==> config.mk <==
export PLATFORM = sky130hd
export DESIGN_NAME = link_status_regs
export DESIGN_NICKNAME = d
export VERILOG_FILES = /design/src/link_status_pkg.sv /design/src/link_status_regs.sv /design/src/port_status_unit.sv
export SDC_FILE = /design/constraint.sdc
export NUM_CORES = 1
export LEC_CHECK = 0
export BUFFER_PORTS_ARGS = -buffer_cell sky130_fd_sc_hd__buf_4
export CAP_MARGIN = 5
export CORE_MARGIN = 4
export CORE_UTILIZATION = 58
export CTS_CLUSTER_DIAMETER = 80
export DETAILED_ROUTE_END_ITERATION = 8
export GPL_ROUTABILITY_DRIVEN = 0
export PLACE_DENSITY = 0.87
export SETUP_SLACK_MARGIN = 0.3
export SLEW_MARGIN = 10
export SYNTH_ARGS = -nofsm -noshare
export SYNTH_HDL_FRONTEND = slang
export SYNTH_SLANG_ARGS = --single-unit
==> constraint.sdc <==
create_clock -name ref_clk_in -period 2.2 [get_ports ref_clk_in]
set_clock_uncertainty 0.15 [all_clocks]
set_input_delay 0.22 -clock ref_clk_in [delete_from_list [all_inputs] [get_ports ref_clk_in]]
set_output_delay 0.22 -clock ref_clk_in [all_outputs]
set_load 0.01 [all_outputs]
==> src/link_status_pkg.sv <==
// Package with offsets, fields, reset values and carrier types for the link status register slice
// Function
// - Sixteen-bit back-channel CRC error count, two bytes
// - CRC reset control bit clears the count
// - Port select shows second link's counters, status
// - Link-lost flag sticks until CRC reset
// - Self-test CRC error flag, cleared by loss/restart/reset
// - Pixel clock detect bit follows input clock
// - Remote error flag on normal-traffic CRC errors
// - Link detect bit follows cable link state
// - Stored output value drives pin in output mode
// - Decode mode: input, high-z, output, readable input
// - Mode 101 drives remote value, holds on loss
// - Mode 111 drives remote, stored value on loss
// - Port select redirects pin config access to second pin
package link_status_pkg;
    // Register offsets
    localparam logic [7:0] OFF_COUNT_LO = 8'h0a;
    localparam logic [7:0] OFF_COUNT_HI = 8'h0b;
    localparam logic [7:0] OFF_STATUS = 8'h0c;
    localparam logic [7:0] OFF_PIN_CFG = 8'h0d;
    // Status byte bit positions
    localparam int BIT_LINK_DET = 0;
    localparam int BIT_REM_ERR = 1;
    localparam int BIT_PCLK_DET = 2;
    localparam int BIT_ST_ERR = 3;
    localparam int BIT_LINK_LOST = 4;
    // Pin config field positions
    localparam int BIT_PIN_VALUE = 3;
    localparam int BIT_REV_LO = 4;
    // Pin mode codes
    localparam logic [2:0] MODE_SW_OUT = 3'h1;
    localparam logic [2:0] MODE_SW_IN = 3'h3;
    localparam logic [2:0] MODE_REM_HOLD = 3'h5;
    localparam logic [2:0] MODE_REM_DFLT = 3'h7;
    // Reset values and the count saturation limit
    localparam logic [15:0] COUNT_RESET = 16'h0000;
    localparam logic [15:0] COUNT_MAX = 16'hffff;
    localparam logic [3:0] PIN_CFG_RESET = 4'h0;
    localparam logic [7:0] RDATA_RESET = 8'h00;
    // Revision field, value is arbitrary
    localparam logic [3:0] REVISION_ID = 4'h1;

    // Per-port events from the link logic, same clock
    typedef struct packed {
        logic crc_err;      // One-cycle back-channel CRC error pulse
        logic bist_active;  // Self-test running, level
        logic bist_start;   // Self-test (re)start pulse
        logic link_detect;  // Cable link present, level
        logic remote_pin;   // Pin value received from far end
    } port_events_type;

    // Per-port status seen by the register read path
    typedef struct packed {
        logic [15:0] count;
        logic link_lost;
        logic st_err;
        logic rem_err;
        logic link_det;
    } port_status_type;

    // Pin drive pair
    typedef struct packed {
        logic value;
        logic oe;
    } pin_drive_type;
endpackage

==> src/link_status_regs.sv <==
// Top of the link status and pin zero register slice with read/write decode and checks
`timescale 1ns/1ps
`default_nettype none
module link_status_regs (
    // Clock, reset, enable
    input wire logic ref_clk_in,
    input wire logic rst_n_in,
    input wire logic ce_in,
    // Register access port
    input wire logic [7:0] reg_addr_in,
    input wire logic reg_wr_in,
    input wire logic reg_rd_in,
    input wire logic [7:0] reg_wdata_in,
    output logic [7:0] reg_rdata_out,
    output logic reg_rvalid_out,
    // Control bits held elsewhere
    input wire logic crc_reset_in,
    input wire logic second_port_select_in,
    // Link events per port
    input wire link_status_pkg::port_events_type port0_ev_in,
    input wire link_status_pkg::port_events_type port1_ev_in,
    // Asynchronous detector and pin levels
    input wire logic pixel_clock_detect_in,
    input wire logic general_pin_zero_in,
    input wire logic second_port_pin_zero_in,
    // Pin drives
    output logic general_pin_zero_out,
    output logic general_pin_zero_oe_out,
    output logic second_port_pin_zero_out,
    output logic second_port_pin_zero_oe_out,
    // Filtered pin levels
    output logic general_pin_zero_level_out,
    output logic second_port_pin_zero_level_out
);
    import link_status_pkg::*;

    ////////////////////////////////////////////////////////////////////////////////
    // Input synchronisers
    ////////////////////////////////////////////////////////////////////////////////
    logic [2:0] async_in;     // Pixel detect, pin zero, second pin zero
    logic [2:0] sync1_r;      // First stage, read only by second stage
    logic [2:0] sync2_r;
    logic [2:0] sync3_r;
    logic [2:0] agree;        // Second and third stages match
    logic [2:0] stable_r;     // Accepted levels
    logic [2:0] stable_nxt;

    assign async_in = {second_port_pin_zero_in, general_pin_zero_in, pixel_clock_detect_in};
    assign agree = ~(sync2_r ^ sync3_r);
    assign stable_nxt = (agree & sync3_r) | (~agree & stable_r);

    // Three-stage chain with agreement filter
    always_ff @(posedge ref_clk_in or negedge rst_n_in) begin
        if (!rst_n_in) begin
            sync1_r <= 3'h0;
            sync2_r <= 3'h0;
            sync3_r <= 3'h0;
            stable_r <= 3'h0;
        end else if (ce_in) begin
            sync1_r <= async_in;
            sync2_r <= sync1_r;
            sync3_r <= sync2_r;
            stable_r <= stable_nxt;
        end
    end

    ////////////////////////////////////////////////////////////////////////////////
    // Per-port units
    ////////////////////////////////////////////////////////////////////////////////
    port_status_type st0;     // First link status
    port_status_type st1;     // Second link status
    logic [3:0] cfg0;         // First pin config
    logic [3:0] cfg1;         // Second pin config
    pin_drive_type drv0;
    pin_drive_type drv1;
    logic clear0;             // CRC reset toward first link
    logic clear1;             // CRC reset toward second link
    logic cfg_we0;
    logic cfg_we1;
    logic hit_cfg;

    // Port select steers clear and config writes
    assign hit_cfg = (reg_addr_in == OFF_PIN_CFG);
    assign clear0 = crc_reset_in & ~second_port_select_in;
    assign clear1 = crc_reset_in & second_port_select_in;
    assign cfg_we0 = reg_wr_in & hit_cfg & ~second_port_select_in;
    assign cfg_we1 = reg_wr_in & hit_cfg & second_port_select_in;

    // First link
    port_status_unit u_port0 (
        .ref_clk_in(ref_clk_in),
        .rst_n_in(rst_n_in),
        .ce_in(ce_in),
        .ev_in(port0_ev_in),
        .clear_in(clear0),
        .cfg_we_in(cfg_we0),
        .cfg_wdata_in(reg_wdata_in[3:0]),
        .status_out(st0),
        .cfg_out(cfg0),
        .drive_out(drv0)
    );

    // Second link
    port_status_unit u_port1 (
        .ref_clk_in(ref_clk_in),
        .rst_n_in(rst_n_in),
        .ce_in(ce_in),
        .ev_in(port1_ev_in),
        .clear_in(clear1),
        .cfg_we_in(cfg_we1),
        .cfg_wdata_in(reg_wdata_in[3:0]),
        .status_out(st1),
        .cfg_out(cfg1),
        .drive_out(drv1)
    );

    ////////////////////////////////////////////////////////////////////////////////
    // Read path
    ////////////////////////////////////////////////////////////////////////////////
    port_status_type sel_st;  // Status of the selected link
    logic [3:0] sel_cfg;      // Config of the selected pin
    logic [7:0] status_byte;
    logic [7:0] cfg_byte;
    logic [7:0] rdata_nxt;
    logic [7:0] rdata_r;
    logic rvalid_r;

    assign sel_st = second_port_select_in ? st1 : st0;
    assign sel_cfg = second_port_select_in ? cfg1 : cfg0;
    assign status_byte = {3'h0, sel_st.link_lost, sel_st.st_err, stable_r[0],
                          sel_st.rem_err, sel_st.link_det};
    assign cfg_byte = {REVISION_ID, sel_cfg};
    // Unmapped addresses read as zero
    assign rdata_nxt = (reg_addr_in == OFF_COUNT_LO) ? sel_st.count[7:0] :
                       (reg_addr_in == OFF_COUNT_HI) ? sel_st.count[15:8] :
                       (reg_addr_in == OFF_STATUS) ? status_byte :
                       hit_cfg ? cfg_byte : RDATA_RESET;

    // Registered read answer, one cycle after the strobe
    always_ff @(posedge ref_clk_in or negedge rst_n_in) begin
        if (!rst_n_in) begin
            rdata_r <= RDATA_RESET;
            rvalid_r <= 1'b0;
        end else if (ce_in) begin
            rvalid_r <= reg_rd_in;
            if (reg_rd_in) begin
                rdata_r <= rdata_nxt;
            end
        end
    end

    ////////////////////////////////////////////////////////////////////////////////
    // Outputs
    ////////////////////////////////////////////////////////////////////////////////
    assign reg_rdata_out = rdata_r;
    assign reg_rvalid_out = rvalid_r;
    assign general_pin_zero_out = drv0.value;
    assign general_pin_zero_oe_out = drv0.oe;
    assign second_port_pin_zero_out = drv1.value;
    assign second_port_pin_zero_oe_out = drv1.oe;
    assign general_pin_zero_level_out = stable_r[1];
    assign second_port_pin_zero_level_out = stable_r[2];
endmodule
`default_nettype wire

==> src/port_status_unit.sv <==
// Per-port error counter, sticky status flags and pin zero configuration and drive
`timescale 1ns/1ps
`default_nettype none
module port_status_unit (
    // Clock, reset, enable
    input wire logic ref_clk_in,
    input wire logic rst_n_in,
    input wire logic ce_in,
    // Link events and controls
    input wire link_status_pkg::port_events_type ev_in,
    input wire logic clear_in,
    input wire logic cfg_we_in,
    input wire logic [3:0] cfg_wdata_in,
    // Results
    output var link_status_pkg::port_status_type status_out,
    output logic [3:0] cfg_out,
    output var link_status_pkg::pin_drive_type drive_out
);
    import link_status_pkg::*;

    logic [15:0] count_r;       // Error count
    logic [15:0] count_nxt;
    logic [15:0] count_inc;     // Saturating increment
    logic link_prev_r;          // Link level one cycle back
    logic link_fall;            // Link loss event
    logic link_lost_r;
    logic link_lost_nxt;
    logic st_err_r;
    logic st_err_nxt;
    logic rem_err_r;
    logic rem_err_nxt;
    logic [3:0] cfg_r;          // Output value and mode
    logic [2:0] mode;
    logic held_r;               // Last remote value while linked
    logic remote_val;
    logic drv_val_nxt;
    logic drv_oe_nxt;
    pin_drive_type drive_r;

    // Next-state terms; an event in the clear cycle wins
    assign link_fall = link_prev_r & ~ev_in.link_detect;
    assign count_inc = (count_r == COUNT_MAX) ? COUNT_MAX : count_r + 16'h0001;
    assign count_nxt = ev_in.crc_err ? (clear_in ? 16'h0001 : count_inc)
                                     : (clear_in ? COUNT_RESET : count_r);
    assign link_lost_nxt = link_fall | (link_lost_r & ~clear_in);
    assign st_err_nxt = (ev_in.crc_err & ev_in.bist_active)
                      | (st_err_r & ~(link_fall | ev_in.bist_start | clear_in));
    assign rem_err_nxt = (ev_in.crc_err & ~ev_in.bist_active)
                       | (rem_err_r & ~(link_fall | clear_in));

    // Pin mode decode
    assign mode = cfg_r[2:0];
    assign drv_oe_nxt = mode[0] & (mode[2] | ~mode[1]);
    assign remote_val = ev_in.link_detect ? ev_in.remote_pin
                      : (mode[1] ? cfg_r[BIT_PIN_VALUE] : held_r);
    assign drv_val_nxt = mode[2] ? remote_val : cfg_r[BIT_PIN_VALUE];

    // Counter and flags
    always_ff @(posedge ref_clk_in or negedge rst_n_in) begin
        if (!rst_n_in) begin
            count_r <= COUNT_RESET;
            link_prev_r <= 1'b0;
            link_lost_r <= 1'b0;
            st_err_r <= 1'b0;
            rem_err_r <= 1'b0;
        end else if (ce_in) begin
            count_r <= count_nxt;
            link_prev_r <= ev_in.link_detect;
            link_lost_r <= link_lost_nxt;
            st_err_r <= st_err_nxt;
            rem_err_r <= rem_err_nxt;
        end
    end

    // Configuration, held remote value and pin drive
    always_ff @(posedge ref_clk_in or negedge rst_n_in) begin
        if (!rst_n_in) begin
            cfg_r <= PIN_CFG_RESET;
            held_r <= 1'b0;
            drive_r <= '0;
        end else if (ce_in) begin
            if (cfg_we_in) begin
                cfg_r <= cfg_wdata_in;
            end
            if (ev_in.link_detect) begin
                held_r <= ev_in.remote_pin;
            end
            drive_r <= '{value: drv_val_nxt, oe: drv_oe_nxt};
        end
    end

    // Result ports
    assign status_out = '{count: count_r, link_lost: link_lost_r, st_err: st_err_r,
                          rem_err: rem_err_r, link_det: ev_in.link_detect};
    assign cfg_out = cfg_r;
    assign drive_out = drive_r;
endmodule
`default_nettype wire

==> results of run 1 <==
-- through the flow --
step | std cells | util [%]
5_1_grt | 618 | 74.9
6_report | 618 | 74.9
4_1_cts | 608 | 72.5
3_3_place_gp | 572 | 66.9
3_5_place_dp | 572 | 66.9
2_1_floorplan | 440 | -
-- cell usage after synthesis, types with 4 or more instances --
library cell | instances | area share [%]
buf_1 | 4 | 0.37
a21oi_1 | 25 | 3.1
dfrtp_1 | 75 | 46
a31oi_1 | 13 | 2.0
nand4_1 | 9 | 1.4
inv_1 | 18 | 1.7
o21a_1 | 4 | 0.74
nand3_1 | 16 | 2.0
nor2_1 | 33 | 3.0
mux4_2 | 4 | 2.2
o22ai_1 | 5 | 0.77
a41oi_1 | 4 | 0.86
clkbuf_1 | 13 | 1.2
mux2_2 | 19 | 5.3
a22o_1 | 6 | 1.3
mux2i_1 | 15 | 3.7
nand2b_1 | 6 | 0.92
and3_1 | 8 | 1.2
nor3_1 | 18 | 2.2
nand2_1 | 45 | 4.1
o21ai_0 | 53 | 6.5
-- per-layer routing --
| metal | wire length [um] | part of all wire [%] | vias up |
|---|---|---|---|
| met2 | 5720 | 49 | 309 |
| met4 | 595 | 5.1 | 0 |
| met1 | 4400 | 38 | 1931 |
| met5 | 0 | 0 | - |
| li1 | - | - | 1785 |
| met3 | 931 | 8.0 | 77 |
-- cell families after synthesis --
kind of cell / after synthesis
simple gates: 156
fa+ha+maj: 2
compound gates: 129
buf+inv: 40
mux: 38
flops: 75
-- state kept, by name, summed over array words and instances (netlist names), 2 cells and up, named ones only --
register,cells
u_port1.count_r,16
u_port1.drive_out,2
u_port0.cfg_out,4
sync2_r,3
u_port0.count_r,16
reg_rdata_out,8
sync3_r,3
sync1_r,3
u_port1.cfg_out,4
u_port0.drive_out,2
-- power groups by stage --
| stage | combinational (mW) | clock (mW) | sequential, mW |
|---|---|---|---|
| final | 0.526 | 1.04 | 1.57 |
| after global routing | 0.578 | 1.11 | 1.59 |
| after CTS | 0.473 | 1.05 | 1.57 |
| after detailed placement | 0.415 | 0 | 1.61 |
| after floorplan | 0.244 | 0 | 1.58 |
| after global placement | 0.387 | 0 | 1.60 |
-- cell type report --
cell class	instances	share of cell area, %
well taps	96	2.36
clock buffers	9	2.44
multi-input cells	326	42.0
repair buffers	87	13.7
clock inverters	7	1.23
inverters	18	1.33
flip-flops and latches	75	36.9
-- worst reg2reg max path: cells and delay by family, from the launching register on --
kind	cells	cell delay, ps
AOI/OAI and AO/OA	1	310
DFF	1	400
and+or+nand+nor	3	1030
-- final timing paths --
kind | start | endpoint | slack, ps | depth (start not counted)
max | u_port1.count_r[2] | u_port1.count_r[9] | 220 | 4
min | port1_ev_in[1] | u_port1.link_prev_r | 60 | 3
max reg2reg | u_port1.count_r[2] | u_port1.count_r[9] | 220 | 4
min reg2reg | reg_rdata_out[6] | reg_rdata_out[6] | 340 | 2
max in group asynchronous | rst_n_in | u_port0.count_r[0] | 1110 | 3
min in group asynchronous | rst_n_in | reg_rdata_out[1] | 200 | 2
-- what timing repair did --
action	CTS	global route
cloned	0	1
hold buffers	13	0
pin swaps	1	8
resized for setup	4	17
setup buffers	7	9
endpoints found under the setup margin	15	21
hold endpoints to repair	54	0
==> reports/qor.yml, run 1 <==
floorplanning:
  rows: 30
  core_sq_um: 6790
  die_y_um: 91.8
  ios: 51
  start_util_pct: 60.0
  dieArea_sq_um: 8430
  dieWidth_um: 91.8
clocking:
  path_clk_slew_ps: 90
  root_buffer: "clkbuf_8"
  cts_buffers: 9
  htree_levels: 3
  clock_sinks: 75
  cts_buffer_depth: 2
  cts_tree: "done"
  insertion_delay_ps: 360
grt:
  grt_pass1_vias: 3719
  grt_usage_pct: 27.2
  use_met2_pct: 45.2
  grt_pass1_wl_um: 18300
  antenna_found_initial: 0
  use_met1_pct: 34.4
  gr-max-usage-layer: "met2"
  overflow: 0
  grt_util_met3_pct: 5.00
  grt_start_max_net_pins: 40
worst_setup_path:
  cpPeakStageDelay_ps: 650
  startpoint_type: "flop"
  required_ps: 2310
  crit_arrival_ps: 2090
  cp_num_buf_inv: 0
  path_class: "reg -> reg"
  path_cells: "and3_4 > nand4_1 > or4_4 > a311oi_1"
  crit_family: "simple AND/OR/NAND/NOR gates"
  cp_max_fo: 5
  end_kind: "flop"
  cp_slowest_cell: "or4_4"
route:
  drc: 0
  drt_iter0_markers: 487
  totalWireLength_um: 11600
  ant_nets: 0
  vias_per_cell: 6.64
  drt_pass1_iterations: 7
  via_count: 4102
  wl_per_cell_um: 18.8
finish:
  layout-drive-gt1-share_pct: 25.7
  regArea_sq_um: 1880
  final_cell_mix: "dfrtp_1, buf_4, o21ai_0"
  diodes: 0
  fill_cells: 425
  syn_to_final_growth_pct: 24.8
  final_cell_area_sq_um: 5090
  multi_input_area_sq_um: 2130
  nets: 555
sta:
  hold_viol: 0
  slew-limit-headroom_pct: 42.1
  fmax_ghz: 0.504
  worst_slew_pin_slew_ps: 862
  finalSetupViolations: 0
  final.setup.tns_ps: 0
  rsz0062_at_grt: "yes"
  maxSlewViolCount: 0
  post-route-min-period_ps: 1980
  setup_ws_ps: 216
  fin_hold_ws_ps: 62.6
  period_share_pct: 90.2
synth:
  synth_xor_area_share_pct: 0
  synth-compound-area-share_pct: 19.1
  ys_seq_area_share_pct: 46.1
  synth_fp_nets: 478
  ys_types: 50
  synth.avg_cell_area_sq_um: 9.26
  synth-warning-count: 0
  synth_flop_cell: "dfrtp_1"
  synthSimpleGateAreaFrac_pct: 18.9
  yosys.area_share.adder_pct: 0.614
  netlist_area_sq_um: 4070
  synth_cells: 440
  synth_top_family_by_area: "compound AO/OA/AOI/OAI gates"
  synth_edf_count: 0
  async_flop_share_pct: 100
  synthMuxAreaShare_pct: 11.1
  synth_seq_cells: 75
power:
  cell_internal_pwr_mw: 2.17
  power_leakage_nw: 2.26
  seq_power_share_pct: 50.1
  p_sw_share_pct: 30.8
  powerDensity_nw_per_um2: 617
  total_power_mw: 3.14
  worst_ir_drop_vdd_v: 0.000459
  clockPowerShare_pct: 33.1
  p_comb_share_pct: 16.8
  switchingPower_mw: 0.966
place:
  numPortBuffers: 46
  place_area_sq_um: 4550
  dp_hpwl_um: 7530
  place_ws_ps: 14.8
job:
  cap_violations: 0
status:
  status: "finished clean"
hold_path:
  hp-class: "in -> reg"
Power figures use the tool's default switching activity.
==> run 2: changes to the inputs <==
--- a/config.mk
+++ b/config.mk
@@ -12,7 +12,7 @@
 export CTS_CLUSTER_DIAMETER = 80
 export DETAILED_ROUTE_END_ITERATION = 8
 export GPL_ROUTABILITY_DRIVEN = 0
-export PLACE_DENSITY = 0.87
+export PLACE_DENSITY = 0.81
 export SETUP_SLACK_MARGIN = 0.3
 export SLEW_MARGIN = 10
 export SYNTH_ARGS = -nofsm -noshare
==> run 2 against run 1 <==
  * Die area stayed put
  * Clock power is 28% higher
  * Clock-buffer cell count is 2 higher
  * Worst setup slack better by 20 ps
  * Largest cell class unchanged
  * Combinational power is 4% lower
  * Highest routed layer unchanged
  * Critical path type unchanged
  * Cell count is 1.5% lower
  * Sequential power hardly changed
  * Wire length is 4.6% lower
  * Non-clock buffer count is 8 lower
==> reports/qor.yml, run 2 (synthesized netlist as in run 1, its figures left out) <==
sta:
  fin_hold_ws_ps: 32.4  # -30.2 ps
  slew-limit-headroom_pct: 44.1  # +1.9 points
  maxSlewViolCount: 0  # unchanged
  finalSetupViolations: 0  # unchanged
  hold_viol: 0  # unchanged
  worst_slew_pin_slew_ps: 834  # -28.9 ps
  fmax_ghz: 0.509  # +0.99%
  post-route-min-period_ps: 1960  # -19.5 ps
  rsz0062_at_grt: "yes"
  period_share_pct: 89.3  # -0.89 points
place:
  numPortBuffers: 46  # unchanged
  place_inst: 570  # -0.35%
  dp_hpwl_um: 7360  # -2.2%
clocking:
  cts_tree: "done"
  clock_sinks: 75  # unchanged
  root_buffer: "clkbuf_8"
  path_clk_slew_ps: 80  # about the same
  htree_levels: 3  # unchanged
  insertion_delay_ps: 350  # about the same
  cts_buffer_depth: 2  # unchanged
  cts_buffers: 9  # unchanged
job:
  cap_violations: 0  # unchanged
worst_setup_path:
  required_ps: 2340  # +30 ps
  r2r_slack_ps: 240  # +20 ps
  end_kind: "flop"
  path_class: "reg -> reg"
  rr_startpoint: "u_port1.count_r[4]"
  regToRegEndpoint: "u_port1.count_r[3]"
  reg2reg_depth: 5  # +1
  path_cells: "and3_1 > nand4_1 > or4_4 > a41oi_2 > o21a_1"
  cp_num_buf_inv: 0  # unchanged
  cp_slowest_cell: "or4_4"
  startpoint_type: "flop"
  cp_max_fo: 7  # +2
  cpPeakStageDelay_ps: 640  # about the same
  crit_arrival_ps: 2100  # about the same
  crit_family: "simple AND/OR/NAND/NOR gates"
floorplanning:
  die_y_um: 91.8  # unchanged
  rows: 30  # unchanged
  dieArea_sq_um: 8430  # unchanged
  start_util_pct: 60.0  # unchanged
  core_sq_um: 6790  # unchanged
  ios: 51  # unchanged
  dieWidth_um: 91.8  # unchanged
power:
  total_power_mw: 3.41  # +8.7%
  powerDensity_nw_per_um2: 674  # +9.2%
  worst_ir_drop_vdd_v: 0.000567  # +24%
  power_leakage_nw: 2.23  # -1.5%
grt:
  grt_usage_pct: 27.5  # +0.30 points
  overflow: 0  # unchanged
  grt_start_max_net_pins: 44  # +10%
  antenna_found_initial: 0  # unchanged
  grt_pass1_vias: 3707  # -0.32%
  grt_pass1_wl_um: 18500  # +0.79%
finish:
  diodes: 0  # unchanged
  layout-drive-gt1-share_pct: 24.2  # -1.5 points
  final_common_cell: "dfrtp_1"
  syn_to_final_growth_pct: 24.3
  stdcell_count: 609  # -1.5%
  final_cell_mix: "dfrtp_1, buf_4, o21ai_0"
  utilization_pct: 74.5  # -0.35 points
  nets: 547  # -1.4%
route:
  met1_length_um: 4570  # +4.1%
  drt_iter0_markers: 404  # -17%
  wl_met2_um: 5410  # -5.4%
  top_layer: "met4"
  vias_per_cell: 6.37  # -4.0%
  totalWireLength_um: 11100  # -4.6%
  ant_nets: 0  # unchanged
  wl_per_cell_um: 18.2  # -3.1%
  drt_pass1_iterations: 6  # -1
  via_count: 3880  # -5.4%
  drc: 0  # unchanged
  wl_met3_um: 825  # -11%
hold_path:
  hp-class: "in -> reg"
  holdPathEnd: "u_port0.link_prev_r"
  hold_start: "port0_ev_in[1]"
  worstHoldPathCells: 3  # unchanged
status:
  status: "finished clean"
run 2: changes by cell type in the layout (fill, tap and decap cells not counted), sizes merged:
cell	previous run	this run
inv	24	18
buf	74	67
bufinv	0	3
dlygate4sd3	13	12
clkbuf	9	11
run 2: power breakdown:
group,total (mW),switching [mW],internal (mW)
sequential,1.57,0.0909,1.48
clock,1.33,0.524,0.810
combinational,0.507,0.258,0.249
run 2: worst min-delay path, delay by kind of cell:
kind | cells | cell delay, ps
buf+inv | 1 | 120
compound gates | 1 | 80
simple gates | 1 | 70
run 2: worst max-delay path by stage:
| stage | slack [ps] | start | end | cells after the start |
|---|---|---|---|---|
| finish | 240 | u_port1.count_r[4] | u_port1.count_r[3] | 5 |
| global route | 200 | u_port1.count_r[0] | u_port1.count_r[10] | 6 |
| CTS | 260 | u_port1.count_r[8] | u_port1.count_r[13] | 6 |
| detailed placement | -5 | second_port_select_in | u_port1.count_r[15] | 5 |
| global placement | 80 | second_port_select_in | u_port1.count_r[15] | 5 |
| floorplan | 300 | u_port1.count_r[0] | u_port1.count_r[5] | 6 |
run 2: final cells by class:
cell class,instances,area (sq um)
Timing Repair Buffer,79,636
Multi-Input combinational cell,326,2110
Sequential cell,75,1880
Inverter,18,67.6
Clock buffer,11,151
Clock inverter,4,97.6
Tap cell,96,120
Fill cell,471,1730
run 2: through the flow:
stage                     worst slack, ps  cell area, sq um  setup TNS [ps]
after floorplan                       301              4080               0
after global placement               78.8              4530               0
after detailed placement            -5.35              4530           -5.35
after CTS                             264              4960               0
after global routing                  199              5060               0
final                                 235              5060               0
run 2: per-layer routing:
metal  vias up  track usage, %
met4         0            10.6
li1       1757               -
met5         -               0
met2       220            45.6
met1      1866            36.0
met3        37            5.09
run 2: what timing repair did:
item,CTS,global route
pin swaps,2,10
setup buffers,4,7
gates cloned,1,0
hold buffers,12,0
setup endpoints to repair,15,24
resized for setup,6,12
endpoints found under the hold margin,49,0
